### src/rtl/ics_cfg.svh
`ifndef ICS_CFG_SVH
`define ICS_CFG_SVH

// Register byte offsets
`define ICS_OFF_CTRL 8'h00
`define ICS_OFF_STATUS 8'h04
`define ICS_OFF_DATA 8'h08
`define ICS_OFF_ADDR 8'h0c
`define ICS_OFF_IRQ_STAT 8'h10
`define ICS_OFF_IRQ_EN 8'h14
`define ICS_OFF_IRQ_CLR 8'h18

// Control register fields
`define ICS_CTRL_RXEN_BIT 0
`define ICS_CTRL_TENBIT_BIT 1
`define ICS_CTRL_RELEASE_BIT 2

// Reset values
`define ICS_CTRL_RST 2'h0
`define ICS_RELEASE_RST 1'b1
`define ICS_ADDR_RST 10'h000
`define ICS_IRQ_RST 3'h0

// Bus framing
`define ICS_BIT_LAST 4'h8
`define ICS_BIT_ACK 4'h9
`define ICS_TENBIT_PREFIX 5'h1e

`endif

### src/rtl/ics_pkg.sv
package ics_pkg;

    typedef enum logic [2:0] {
        ICS_IDLE = 3'b000,
        ICS_ADDR1 = 3'b001,
        ICS_ADDR2 = 3'b010,
        ICS_RXDATA = 3'b011,
        ICS_TXDATA = 3'b100
    } ics_phase_t;

    typedef struct packed {
        logic tenBit;
        logic rxStretchEn;
    } ics_ctrl_t;

    typedef struct packed {
        logic overflow;
        logic stretch;
        logic byteDone;
    } ics_irq_t;

endpackage

### src/rtl/ics_clock_stretch.sv
// The APB slave port and the address map were left to the implementer.
`timescale 1ns/10ps
`default_nettype none
`include "ics_cfg.svh"

module ics_clock_stretch #(
    parameter int ADDR_W = 8
) (
    // Clock and reset
    input wire logic clk,
    input wire logic rst_b,
    // APB slave
    input wire logic psel,
    input wire logic penable,
    input wire logic pwrite,
    input wire logic [ADDR_W-1:0] paddr,
    input wire logic [31:0] pwdata,
    output logic [31:0] prdata,
    output logic pready,
    output logic pslverr,
    // Serial pins
    input wire logic sclIn,
    output logic sclOut,
    output logic sclOe,
    input wire logic sdaIn,
    output logic sdaOut,
    output logic sdaOe,
    // Interrupt
    output logic irq
);

    logic sclS1_ff, sclS2_ff, sclPrev_ff, sdaS1_ff, sdaS2_ff, sdaPrev_ff;
    logic pready_ff, pslverr_ff, irq_ff, sclOe_ff, sdaOe_ff, sclOut_ff;
    logic [31:0] prdata_ff;
    logic [31:0] rdVal;
    logic mapped;
    ics_pkg::ics_ctrl_t ctrl_ff;
    ics_pkg::ics_irq_t irqStat_ff, irqEn_ff, irqEv;
    logic clockRelease_ff, addrHold_ff, ua_ff, full_ff, txWait_ff;
    logic [9:0] slaveAddr_ff;
    logic [7:0] dataBuf_ff, rxShift_ff, txShift_ff;
    logic [3:0] bitCnt_ff;
    ics_pkg::ics_phase_t phase_ff, pendPhase_ff, nxtPhase;
    logic hiMatched_ff, nxtHi, ackNow, uaNow, uaPend_ff, masterNack_ff;

    // Pin synchronisers and edge/condition detect
    always_ff @(posedge clk or negedge rst_b)
    begin
        if (!rst_b)
        begin
            sclS1_ff <= 1'b1;
            sclS2_ff <= 1'b1;
            sclPrev_ff <= 1'b1;
            sdaS1_ff <= 1'b1;
            sdaS2_ff <= 1'b1;
            sdaPrev_ff <= 1'b1;
        end
        else
        begin
            sclS1_ff <= sclIn;
            sclS2_ff <= sclS1_ff;
            sclPrev_ff <= sclS2_ff;
            sdaS1_ff <= sdaIn;
            sdaS2_ff <= sdaS1_ff;
            sdaPrev_ff <= sdaS2_ff;
        end
    end

    wire sclRise = sclS2_ff & ~sclPrev_ff;
    wire sclFall = ~sclS2_ff & sclPrev_ff;
    wire startCond = sclS2_ff & sclPrev_ff & sdaPrev_ff & ~sdaS2_ff;
    wire stopCond = sclS2_ff & sclPrev_ff & ~sdaPrev_ff & sdaS2_ff;
    wire eighthFall = sclFall & (bitCnt_ff == `ICS_BIT_LAST);
    wire ninthFall = sclFall & (bitCnt_ff == `ICS_BIT_ACK);

    // APB access: one wait state, effect at the edge that sees pready
    wire accessCyc = psel & penable & pready_ff;
    wire firstAcc = psel & penable & ~pready_ff;
    wire wrEn = accessCyc & pwrite;
    wire rdEn = accessCyc & ~pwrite;
    wire wrCtrl = wrEn & (paddr == `ICS_OFF_CTRL);
    wire wrData = wrEn & (paddr == `ICS_OFF_DATA);
    wire wrAddr = wrEn & (paddr == `ICS_OFF_ADDR);
    wire wrIrqEn = wrEn & (paddr == `ICS_OFF_IRQ_EN);
    wire wrIrqClr = wrEn & (paddr == `ICS_OFF_IRQ_CLR);
    wire rdData = rdEn & (paddr == `ICS_OFF_DATA);

    always_comb
    begin
        rdVal = 32'h0000_0000;
        mapped = 1'b1;
        case (paddr)
            `ICS_OFF_CTRL: rdVal = {29'h0000_0000, clockRelease_ff, ctrl_ff};
            `ICS_OFF_STATUS: rdVal = {24'h00_0000, txWait_ff, addrHold_ff, sclOe_ff, phase_ff, ua_ff, full_ff};
            `ICS_OFF_DATA: rdVal = {24'h00_0000, dataBuf_ff};
            `ICS_OFF_ADDR: rdVal = {22'h00_0000, slaveAddr_ff};
            `ICS_OFF_IRQ_STAT: rdVal = {29'h0000_0000, irqStat_ff};
            `ICS_OFF_IRQ_EN: rdVal = {29'h0000_0000, irqEn_ff};
            `ICS_OFF_IRQ_CLR: rdVal = 32'h0000_0000;
            default: mapped = 1'b0;
        endcase
    end

    always_ff @(posedge clk or negedge rst_b)
    begin
        if (!rst_b)
        begin
            pready_ff <= 1'b0;
            pslverr_ff <= 1'b0;
            prdata_ff <= 32'h0000_0000;
        end
        else
        begin
            pready_ff <= firstAcc;
            pslverr_ff <= firstAcc & ~mapped;
            if (firstAcc & ~pwrite)
                prdata_ff <= rdVal;
        end
    end

    // Software configuration
    always_ff @(posedge clk or negedge rst_b)
    begin
        if (!rst_b)
        begin
            ctrl_ff <= `ICS_CTRL_RST;
            slaveAddr_ff <= `ICS_ADDR_RST;
            irqEn_ff <= `ICS_IRQ_RST;
        end
        else
        begin
            if (wrCtrl)
            begin
                ctrl_ff.rxStretchEn <= pwdata[`ICS_CTRL_RXEN_BIT];
                ctrl_ff.tenBit <= pwdata[`ICS_CTRL_TENBIT_BIT];
            end
            if (wrAddr)
                slaveAddr_ff <= pwdata[9:0];
            if (wrIrqEn)
                irqEn_ff <= ics_pkg::ics_irq_t'(pwdata[2:0]);
        end
    end

    // Byte decode at the fall after the eighth bit
    wire [7:0] byteIn = rxShift_ff;
    always_comb
    begin
        nxtPhase = ics_pkg::ICS_IDLE;
        nxtHi = hiMatched_ff;
        ackNow = 1'b0;
        uaNow = 1'b0;
        unique case (phase_ff)
            ics_pkg::ICS_ADDR1:
                if (!ctrl_ff.tenBit)
                begin
                    if (byteIn[7:1] == slaveAddr_ff[6:0])
                    begin
                        ackNow = 1'b1;
                        nxtPhase = byteIn[0] ? ics_pkg::ICS_TXDATA : ics_pkg::ICS_RXDATA;
                    end
                end
                else if (byteIn[7:3] == `ICS_TENBIT_PREFIX && byteIn[2:1] == slaveAddr_ff[9:8])
                begin
                    if (!byteIn[0])
                    begin
                        ackNow = 1'b1;
                        uaNow = 1'b1;
                        nxtPhase = ics_pkg::ICS_ADDR2;
                    end
                    else if (hiMatched_ff)
                    begin
                        ackNow = 1'b1;
                        nxtPhase = ics_pkg::ICS_TXDATA;
                    end
                end
            ics_pkg::ICS_ADDR2:
                if (byteIn == slaveAddr_ff[7:0])
                begin
                    ackNow = 1'b1;
                    uaNow = 1'b1;
                    nxtHi = 1'b1;
                    nxtPhase = ics_pkg::ICS_RXDATA;
                end
            ics_pkg::ICS_RXDATA:
            begin
                ackNow = 1'b1;
                nxtPhase = ics_pkg::ICS_RXDATA;
            end
            ics_pkg::ICS_TXDATA: nxtPhase = ics_pkg::ICS_TXDATA;
            default: nxtPhase = ics_pkg::ICS_IDLE;
        endcase
    end

    wire enterTx = ninthFall & (pendPhase_ff == ics_pkg::ICS_TXDATA)
        & ~((phase_ff == ics_pkg::ICS_TXDATA) & masterNack_ff);
    wire rxHit = ninthFall & (phase_ff == ics_pkg::ICS_RXDATA)
        & ctrl_ff.rxStretchEn & full_ff;
    wire txHit = enterTx & ~full_ff;
    wire uaHit = ninthFall & uaPend_ff;
    wire rxLoad = eighthFall & (phase_ff == ics_pkg::ICS_RXDATA) & ~full_ff;
    wire txLoad = (enterTx & full_ff) | (txWait_ff & full_ff & ~wrData);

    // Bit and phase sequencer
    always_ff @(posedge clk or negedge rst_b)
    begin
        if (!rst_b)
        begin
            bitCnt_ff <= 4'h0;
            rxShift_ff <= 8'h00;
            phase_ff <= ics_pkg::ICS_IDLE;
            pendPhase_ff <= ics_pkg::ICS_IDLE;
            hiMatched_ff <= 1'b0;
            uaPend_ff <= 1'b0;
            masterNack_ff <= 1'b0;
        end
        else if (stopCond)
        begin
            bitCnt_ff <= 4'h0;
            phase_ff <= ics_pkg::ICS_IDLE;
            hiMatched_ff <= 1'b0;
            uaPend_ff <= 1'b0;
        end
        else if (startCond)
        begin
            bitCnt_ff <= 4'h0;
            phase_ff <= ics_pkg::ICS_ADDR1;
            uaPend_ff <= 1'b0;
        end
        else if (sclRise && bitCnt_ff < `ICS_BIT_ACK)
        begin
            bitCnt_ff <= bitCnt_ff + 4'h1;
            if (bitCnt_ff < `ICS_BIT_LAST)
                rxShift_ff <= {rxShift_ff[6:0], sdaS2_ff};
            else
                masterNack_ff <= sdaS2_ff;
        end
        else if (eighthFall)
        begin
            pendPhase_ff <= nxtPhase;
            hiMatched_ff <= nxtHi;
            uaPend_ff <= uaNow;
        end
        else if (ninthFall)
        begin
            bitCnt_ff <= 4'h0;
            uaPend_ff <= 1'b0;
            phase_ff <= ((phase_ff == ics_pkg::ICS_TXDATA) & masterNack_ff) ? ics_pkg::ICS_IDLE : pendPhase_ff;
        end
    end

    // Data buffer and its full flag; hardware set wins over a read
    always_ff @(posedge clk or negedge rst_b)
    begin
        if (!rst_b)
            dataBuf_ff <= 8'h00;
        else if (wrData)
            dataBuf_ff <= pwdata[7:0];
        else if (rxLoad)
            dataBuf_ff <= byteIn;
    end

    always_ff @(posedge clk or negedge rst_b)
    begin
        if (!rst_b)
            full_ff <= 1'b0;
        else if (wrData | rxLoad)
            full_ff <= 1'b1;
        else if (rdData | txLoad)
            full_ff <= 1'b0;
    end

    // Transmit shifter; waits until software loads the buffer, clock held until the release bit is set
    always_ff @(posedge clk or negedge rst_b)
    begin
        if (!rst_b)
        begin
            txShift_ff <= 8'h00;
            txWait_ff <= 1'b0;
        end
        else
        begin
            if (txLoad)
                txShift_ff <= dataBuf_ff;
            if (txHit)
                txWait_ff <= 1'b1;
            else if (txLoad | startCond | stopCond)
                txWait_ff <= 1'b0;
        end
    end

    // Release bit: a hardware stretch wins over a same-cycle software write
    always_ff @(posedge clk or negedge rst_b)
    begin
        if (!rst_b)
            clockRelease_ff <= `ICS_RELEASE_RST;
        else if (rxHit | txHit)
            clockRelease_ff <= 1'b0;
        else if (wrCtrl)
            clockRelease_ff <= pwdata[`ICS_CTRL_RELEASE_BIT];
    end

    // Ten-bit address hold, freed by an address register write
    always_ff @(posedge clk or negedge rst_b)
    begin
        if (!rst_b)
        begin
            addrHold_ff <= 1'b0;
            ua_ff <= 1'b0;
        end
        else if (uaHit)
        begin
            addrHold_ff <= 1'b1;
            ua_ff <= 1'b1;
        end
        else if (wrAddr)
        begin
            addrHold_ff <= 1'b0;
            ua_ff <= 1'b0;
        end
    end

    // Clock pull: only engaged once the line already reads low
    always_ff @(posedge clk or negedge rst_b)
    begin
        if (!rst_b)
        begin
            sclOe_ff <= 1'b0;
            sclOut_ff <= 1'b0;
        end
        else
        begin
            sclOut_ff <= 1'b0;
            sclOe_ff <= (~clockRelease_ff | addrHold_ff) & (sclOe_ff | ~sclS2_ff);
        end
    end

    // Data pin: acknowledge and transmit bits, changed on clock falls or on a buffer load during a transmit stretch
    always_ff @(posedge clk or negedge rst_b)
    begin
        if (!rst_b)
            sdaOe_ff <= 1'b0;
        else if (startCond | stopCond)
            sdaOe_ff <= 1'b0;
        else if (eighthFall)
            sdaOe_ff <= ackNow & (phase_ff != ics_pkg::ICS_TXDATA);
        else if (ninthFall)
            sdaOe_ff <= enterTx & full_ff & ~dataBuf_ff[7];
        else if (txWait_ff & txLoad)
            sdaOe_ff <= ~dataBuf_ff[7];
        else if (sclFall && phase_ff == ics_pkg::ICS_TXDATA && bitCnt_ff < `ICS_BIT_LAST)
            sdaOe_ff <= ~txShift_ff[3'(4'h7 - bitCnt_ff)];
    end

    // Interrupt status: set wins over clear
    always_comb
    begin
        irqEv.byteDone = ninthFall & (phase_ff != ics_pkg::ICS_IDLE);
        irqEv.stretch = rxHit | txHit | uaHit;
        irqEv.overflow = eighthFall & (phase_ff == ics_pkg::ICS_RXDATA) & full_ff;
    end

    always_ff @(posedge clk or negedge rst_b)
    begin
        if (!rst_b)
        begin
            irqStat_ff <= `ICS_IRQ_RST;
            irq_ff <= 1'b0;
        end
        else
        begin
            irqStat_ff <= (irqStat_ff & ~(wrIrqClr ? pwdata[2:0] : 3'h0)) | irqEv;
            irq_ff <= |(irqStat_ff & irqEn_ff);
        end
    end

    assign prdata = prdata_ff;
    assign pready = pready_ff;
    assign pslverr = pslverr_ff;
    assign sclOut = sclOut_ff;
    assign sclOe = sclOe_ff;
    assign sdaOut = 1'b0;
    assign sdaOe = sdaOe_ff;
    assign irq = irq_ff;
endmodule
`default_nettype wire

### config.mk
export PLATFORM = sky130hd
export DESIGN_NAME = ics_clock_stretch
export DESIGN_NICKNAME = d
export VERILOG_FILES = /design/src/rtl/ics_pkg.sv /design/src/rtl/ics_clock_stretch.sv
export VERILOG_INCLUDE_DIRS = /design/src /design/src/rtl
export SDC_FILE = /design/constraint.sdc
export NUM_CORES = 1
export LEC_CHECK = 0
export ABC_AREA = 1
export BUFFER_PORTS_ARGS = -buffer_cell sky130_fd_sc_hd__buf_2
export CORE_MARGIN = 2
export CORE_UTILIZATION = 45
export CTS_CLUSTER_SIZE = 14
export DETAILED_ROUTE_END_ITERATION = 8
export PLACE_DENSITY = 0.7
export SKIP_CTS_REPAIR_TIMING = 1
export SLEW_MARGIN = 30
export SYNTH_ARGS = -nofsm -noshare
export SYNTH_HDL_FRONTEND = slang
export SYNTH_SLANG_ARGS = --single-unit
### constraint.sdc
create_clock -name clk -period 2.87 [get_ports clk]
set_input_delay 0.1435 -clock clk [delete_from_list [all_inputs] [get_ports clk]]
set_output_delay 0.1435 -clock clk [all_outputs]
set_load 0.02 [all_outputs]
# Word level (Yosys, flattened, before mapping)

Cells that the tools add are included.

Order comparisons: 3
Add/subtract/negate cells: 2
Multiplexer cells: 61
Equal/unequal tests: 23
Reductions and logical operators: 27
Bitwise logic cells: 72

Operator list:

| operator                                                        | number |
|---|---|
| 10-bit case mux with 6 select lines                             | 1 |
| 1-bit bitwise AND                                               | 41 |
| 3-bit 2-to-1 mux                                                | 13 |
| 1-bit 2-to-1 mux                                                | 35 |
| 8-bit by 5-bit == test with 1-bit output, second input constant | 3 |
| 4-bit 2-to-1 mux                                                | 5 |
| 1-bit inverter                                                  | 17 |
| 8-bit by 4-bit == test with 1-bit output, second input constant | 2 |
| 8-bit 2-to-1 mux                                                | 2 |
| 2-bit nonzero test                                              | 8 |
| 3-bit case mux with 4 select lines                              | 1 |
| 4-bit AND reduction                                             | 3 |
| 1-bit OR                                                        | 10 |
| 3-bit != test, second input constant                            | 3 |
| 4-bit == test, second input constant                            | 2 |
| 8-bit by 3-bit == test with 1-bit output, second input constant | 1 |
| 8-bit == test                                                   | 1 |
| 8-bit zero test                                                 | 1 |
| 4-bit < comparator, second input constant                       | 2 |
| 4-bit nonzero test                                              | 2 |
| 7-bit == test                                                   | 1 |
| 7-bit OR reduction                                              | 1 |
| 3-bit bitwise AND                                               | 2 |
| 3-bit by 2-bit == test with 1-bit output, second input constant | 2 |
| 23 further kinds                                                | 29 |

Output and inout bits: 39
Bits in registers: 102
Input port bits: 47
Logic and storage cells: 222

# Depth between registers and ports, before layout

Depth after elaboration: 12
Mapped depth: 11
Depth with buffers taken out: 11

# Least setup slack after synthesis

Ideal clock, no wire load.

Path type: flip-flop to flip-flop
From: reg bitCnt_ff[1]
To: reg sdaOe_ff (netlist: sdaOe)
Data arrival time: 1,460 ps
Path slack: 1,294 ps
Stages on the path, launching flop included: 12
Required time: 2,755 ps
Period minus slack after synthesis: 1,576 ps
Setup time: 115 ps
Buffers on the path: 0
Cell sequence: dfrtp_1 -> inv_1 -> ha_1 -> nand3_2 -> nor2_4 -> nand4_2 -> nand2_4 -> nand2_4 -> nand2_2 -> o21bai_2 -> nor2_1 -> nor2_1

Word-level cells in the longest chain between the ends: 11
Elaborated cells on any way between the ends: 22
Those cells by class: add/sub (1); order compare (1); eq/ne (2); mux (7); bitwise (9); reduce/logical (2)

RTL lines:

| item                                                                      | line                     | text |
|---|---|---|
| from (decl)                                                               | ics_clock_stretch.sv:42  | `logic [3:0] bitCnt_ff;` |
| from (signal assigned)                                                    | ics_clock_stretch.sv:231 | `bitCnt_ff <= bitCnt_ff + 4'h1;` |
| parallel branches: the longest is 11 deep, another holds 3-bit subtractor | -                        |  |
| to (signal assigned)                                                      | ics_clock_stretch.sv:345 | `sdaOe_ff <= ackNow & (phase_ff != ics_pkg::ICS_TXDATA);` |
| to (signal assigned)                                                      | ics_clock_stretch.sv:347 | `sdaOe_ff <= enterTx & full_ff & ~dataBuf_ff[7];` |
| to (signal assigned)                                                      | ics_clock_stretch.sv:349 | `sdaOe_ff <= ~dataBuf_ff[7];` |
| to (decl)                                                                 | ics_clock_stretch.sv:33  | `logic pready_ff, pslverr_ff, irq_ff, sclOe_ff, sdaOe_ff, sclOut_ff;` |

Parallel ways; which one is timed is not known. The select of a mux whose other input is x is not followed.
A chain may end at the register's enable or synchronous reset.

# Final worst setup path

From: reg bitCnt_ff[1]
To: reg phase_ff[2]

Word-level cells in the longest chain between the ends: 4
Elaborated cells on any way between the ends: 10
Those cells by class: order compare (1); eq/ne (4); bitwise (2); reduce/logical (3)

RTL lines:

| item                                                                 | line                     | text |
|---|---|---|
| 4-bit < comparator (no source line) or 4-bit == test (tied branches) | -                        |  |
| 1-bit logical AND (no source line), or another cell as far along     | -                        |  |
| 3-bit != test (no source line) or 3-bit nonzero test (tied branches) | -                        |  |
| 3-bit AND reduction (no source line) *                               | -                        |  |
| to (signal assigned)                                                 | ics_clock_stretch.sv:210 | `phase_ff <= ics_pkg::ICS_IDLE;` |
| to (signal assigned)                                                 | ics_clock_stretch.sv:219 | `phase_ff <= ics_pkg::ICS_IDLE;` |
| to (signal assigned)                                                 | ics_clock_stretch.sv:226 | `phase_ff <= ics_pkg::ICS_ADDR1;` |
| to (decl)                                                            | ics_clock_stretch.sv:43  | `ics_pkg::ics_phase_t phase_ff, pendPhase_ff, nxtPhase;` |

Every way passes the cells marked *; elsewhere a longest branch is shown, timed or not.

==> results.cfg <==
[sta]
max_freq_mhz = 543.0
setup_ws_ps = 1028
finalCritPeriodShare = 0.6417
setup_viol = 0
hold_ws_ps = -8.694
rsz0062_at_grt = false
slew_headroom = 0.4947
fin_crit_ps = 1842
fin_skew_ps = 5.879
hold_violations = 2
drv_slew = 0
fin_setup_tns_ps = 0
worst_pin_slew_ps = 757.9

[cells_and_area]
num_antenna_cells = 0
finalNetCount = 640
drive_gt1_frac = 0.1529
nFillCells = 959
finish.instance_area_sq_mm = 0.004843
final_cell_count_no_fill = 724
syn_to_final_growth_pct = 12.46

[yosys]
synthDistinctLibCells = 41
mappedNetlistArea_sq_mm = 0.004307
synth_adder_area_share = 0.008716
synth_warnings = 0
synth-edff-count = 0
ys_seq_area_frac = 0.4669
synthSimpleGateAreaFrac = 0.2612
synth_xor_area_frac = 0.01424
synthArstFlopShare = 1.000
synth_compound_area_frac = 0.1336
avgSynthCellArea_sq_um = 7.931
synth.area.mux_share = 0
synth_top_family_by_area = simple AND/OR/NAND/NOR gates
ys.flop_type = dfrtp_1
syn-instance-count = 543
ys_seq_elements = 80

[die]
ios = 86
start_util = 0.4639
fp.dieW_um = 101.8
die_h_um = 101.8
coreArea_sq_mm = 0.009284
placementRows = 35
dieArea_sq_mm = 0.01037

[drt]
drt_first_pass_iters = 5
wire_per_inst_um = 14.39
drc = 0
via_count = 3628
drt-total-wl_um = 10420
drt_iter0_drc = 271
avgViaCountPerCell = 5.011
ant_nets = 0

[worst_setup_path]
cp-startpoint = bitCnt_ff[1]$_DFFE_PN0P_
criticalPathCategory = flop to flop
start_kind = flop
path_max_fanout = 7
end_kind = flop
r2r_start = bitCnt_ff[1]$_DFFE_PN0P_
arrival_ps = 2120
cp_data_required_time_ps = 3150

[placed_design]
dp_hpwl_um = 7862
port_buffers = 39
gp_congestion = 0.8968
dpl-instance-area_sq_mm = 0.004549
pre_cts_slack_ps = 1045
dp_cells = 705

[power_and_ir_drop]
p_leak_nw = 2.359
peakVddDrop_v = 0.0003625
powerDensity_mw_per_mm2 = 612.0

[run_status]
failed_checks = hold timing
status = finished, violations left

[cts]
cts_tree = done
clk_pin_slew_ps = 80
numClockSinks = 80
cts_inserted_buffers = 9
clk_path_buf_depth = 2
clk_latency_ps = 360
root_buffer = clkbuf_8
htree_num_levels = 3

[job]
max-cap-violations = 0

[global_route]
gr-total-overflow = 0
grt_pass1_vias = 3365
antenna_found_initial = 0
grt_util_all_layers = 0.2112
grt_max_degree = 81
grt_pass1_wl_um = 16760

[worst_hold_path]
holdCritStartpoint = pwdata[9]
hold_path.class = input port to flop
critical path, stage by stage (launching register included):
cell,delay [ps]
dfrtp_1,440
inv_1,180
ha_1,190
nand3_2,90
nor2_4,140
inv_1,130
nand2_1,120
inv_1,70
nor2_2,200
nand4_1,100
o21ai_0,90
flip-flops by register name, summed over array words and instances (netlist names), 4 cells and up:
register,count
dataBuf_ff,8
txShift_ff,8
byteIn,8
prdata,10
slaveAddr_ff,10
bitCnt_ff,4
cell families after synthesis:
logic type,count (synthesis)
flops,80
buf+inv,104
compound gates,105
xor+xnor,7
fa+ha+maj,3
other cells,1
simple gates,243
Yosys cell counts (all sizes together), types with 2 or more instances:
cell type	instances	area, sq um
a21oi	11	55.05
dfrtp	73	1827
nand3b	2	15.01
xnor2	7	61.31
nand2	143	576.8
ha	3	37.54
nor3	13	75.07
a221oi	2	17.52
o21ai	73	365.4
o221ai	2	17.52
clkinv	2	8.750
nand3	32	195.2
o22ai	8	50.05
a31oi	2	12.51
dfstp	7	183.9
nor2	44	200.2
clkbuf	3	12.51
nand4	8	56.30
inv	72	270.3
buf	27	201.4
o211ai	3	22.52
layer usage:
metal  vias to the layer above  part of all wire  GRT usage
met3                        11             0.037    0.03146
met1                      1717              0.50     0.3093
li1                       1814                 -          -
met2                        86              0.44     0.3193
met5                         -                 0          0
met4                         0             0.013    0.07897
path summary, 6_finish.rpt:
| path | depth (start not counted) | endpoint | slack, ps |
|---|---|---|---|
| setup / recovery | 10 | phase_ff[2]$_DFFE_PN0P_ | 1030 |
| hold / removal | 3 | slaveAddr_ff[9]$_DFFE_PN0P_ | -9 |
| setup reg to reg | 10 | phase_ff[2]$_DFFE_PN0P_ | 1030 |
| hold reg to reg | 0 | sdaS2_ff$_DFF_PN1_ | 360 |
| max in group asynchronous | 2 | txShift_ff[1]$_DFFE_PN0P_ | 1950 |
| min in group asynchronous | 2 | byteIn[0]$_DFFE_PN0P_ | 360 |
cells in the final DEF, fill, tap and decap left out, types with 7 or more instances in the layout:
cell,synthesis,routed
buf_2,2,38
a21oi_1,11,11
o21ai_0,66,66
nor3_1,11,11
dfstp_2,7,7
conb_1,1,24
nand3_1,28,28
xnor2_1,7,7
inv_1,68,68
nor2_1,38,38
dfrtp_1,73,73
clkbuf_8,0,12
o22ai_1,8,8
o21ai_1,7,7
nand4_1,7,7
nand2_1,135,135
power breakdown:
group,internal (mW),total (mW),switching [mW]
Combinational,0.190,0.538,0.348
Sequential,1.22,1.35,0.126
Clock,0.651,1.08,0.427
Total,2.06,2.96,0.901
metrics by stage:
step / power, mW / utilization
floorplan: 1.767 / -
global placement: 1.894 / 0.4896
detailed placement: 1.904 / 0.4900
CTS: 2.972 / 0.5185
global route: 3.125 / 0.5217
finish: 2.964 / 0.5217
final cells by class:
cell class              instances  area (sq um)  share of cell area
flip-flops and latches         80          2011              0.4151
well taps                     129         161.4             0.03332
repair buffers                 43         239.0             0.04934
clock inverters                 4         98.84             0.02041
inverters                      74         279.0             0.05761
clock buffers                  12         165.2             0.03410
multi-input cells             382          1889              0.3901
Power figures use the tool's default switching activity.
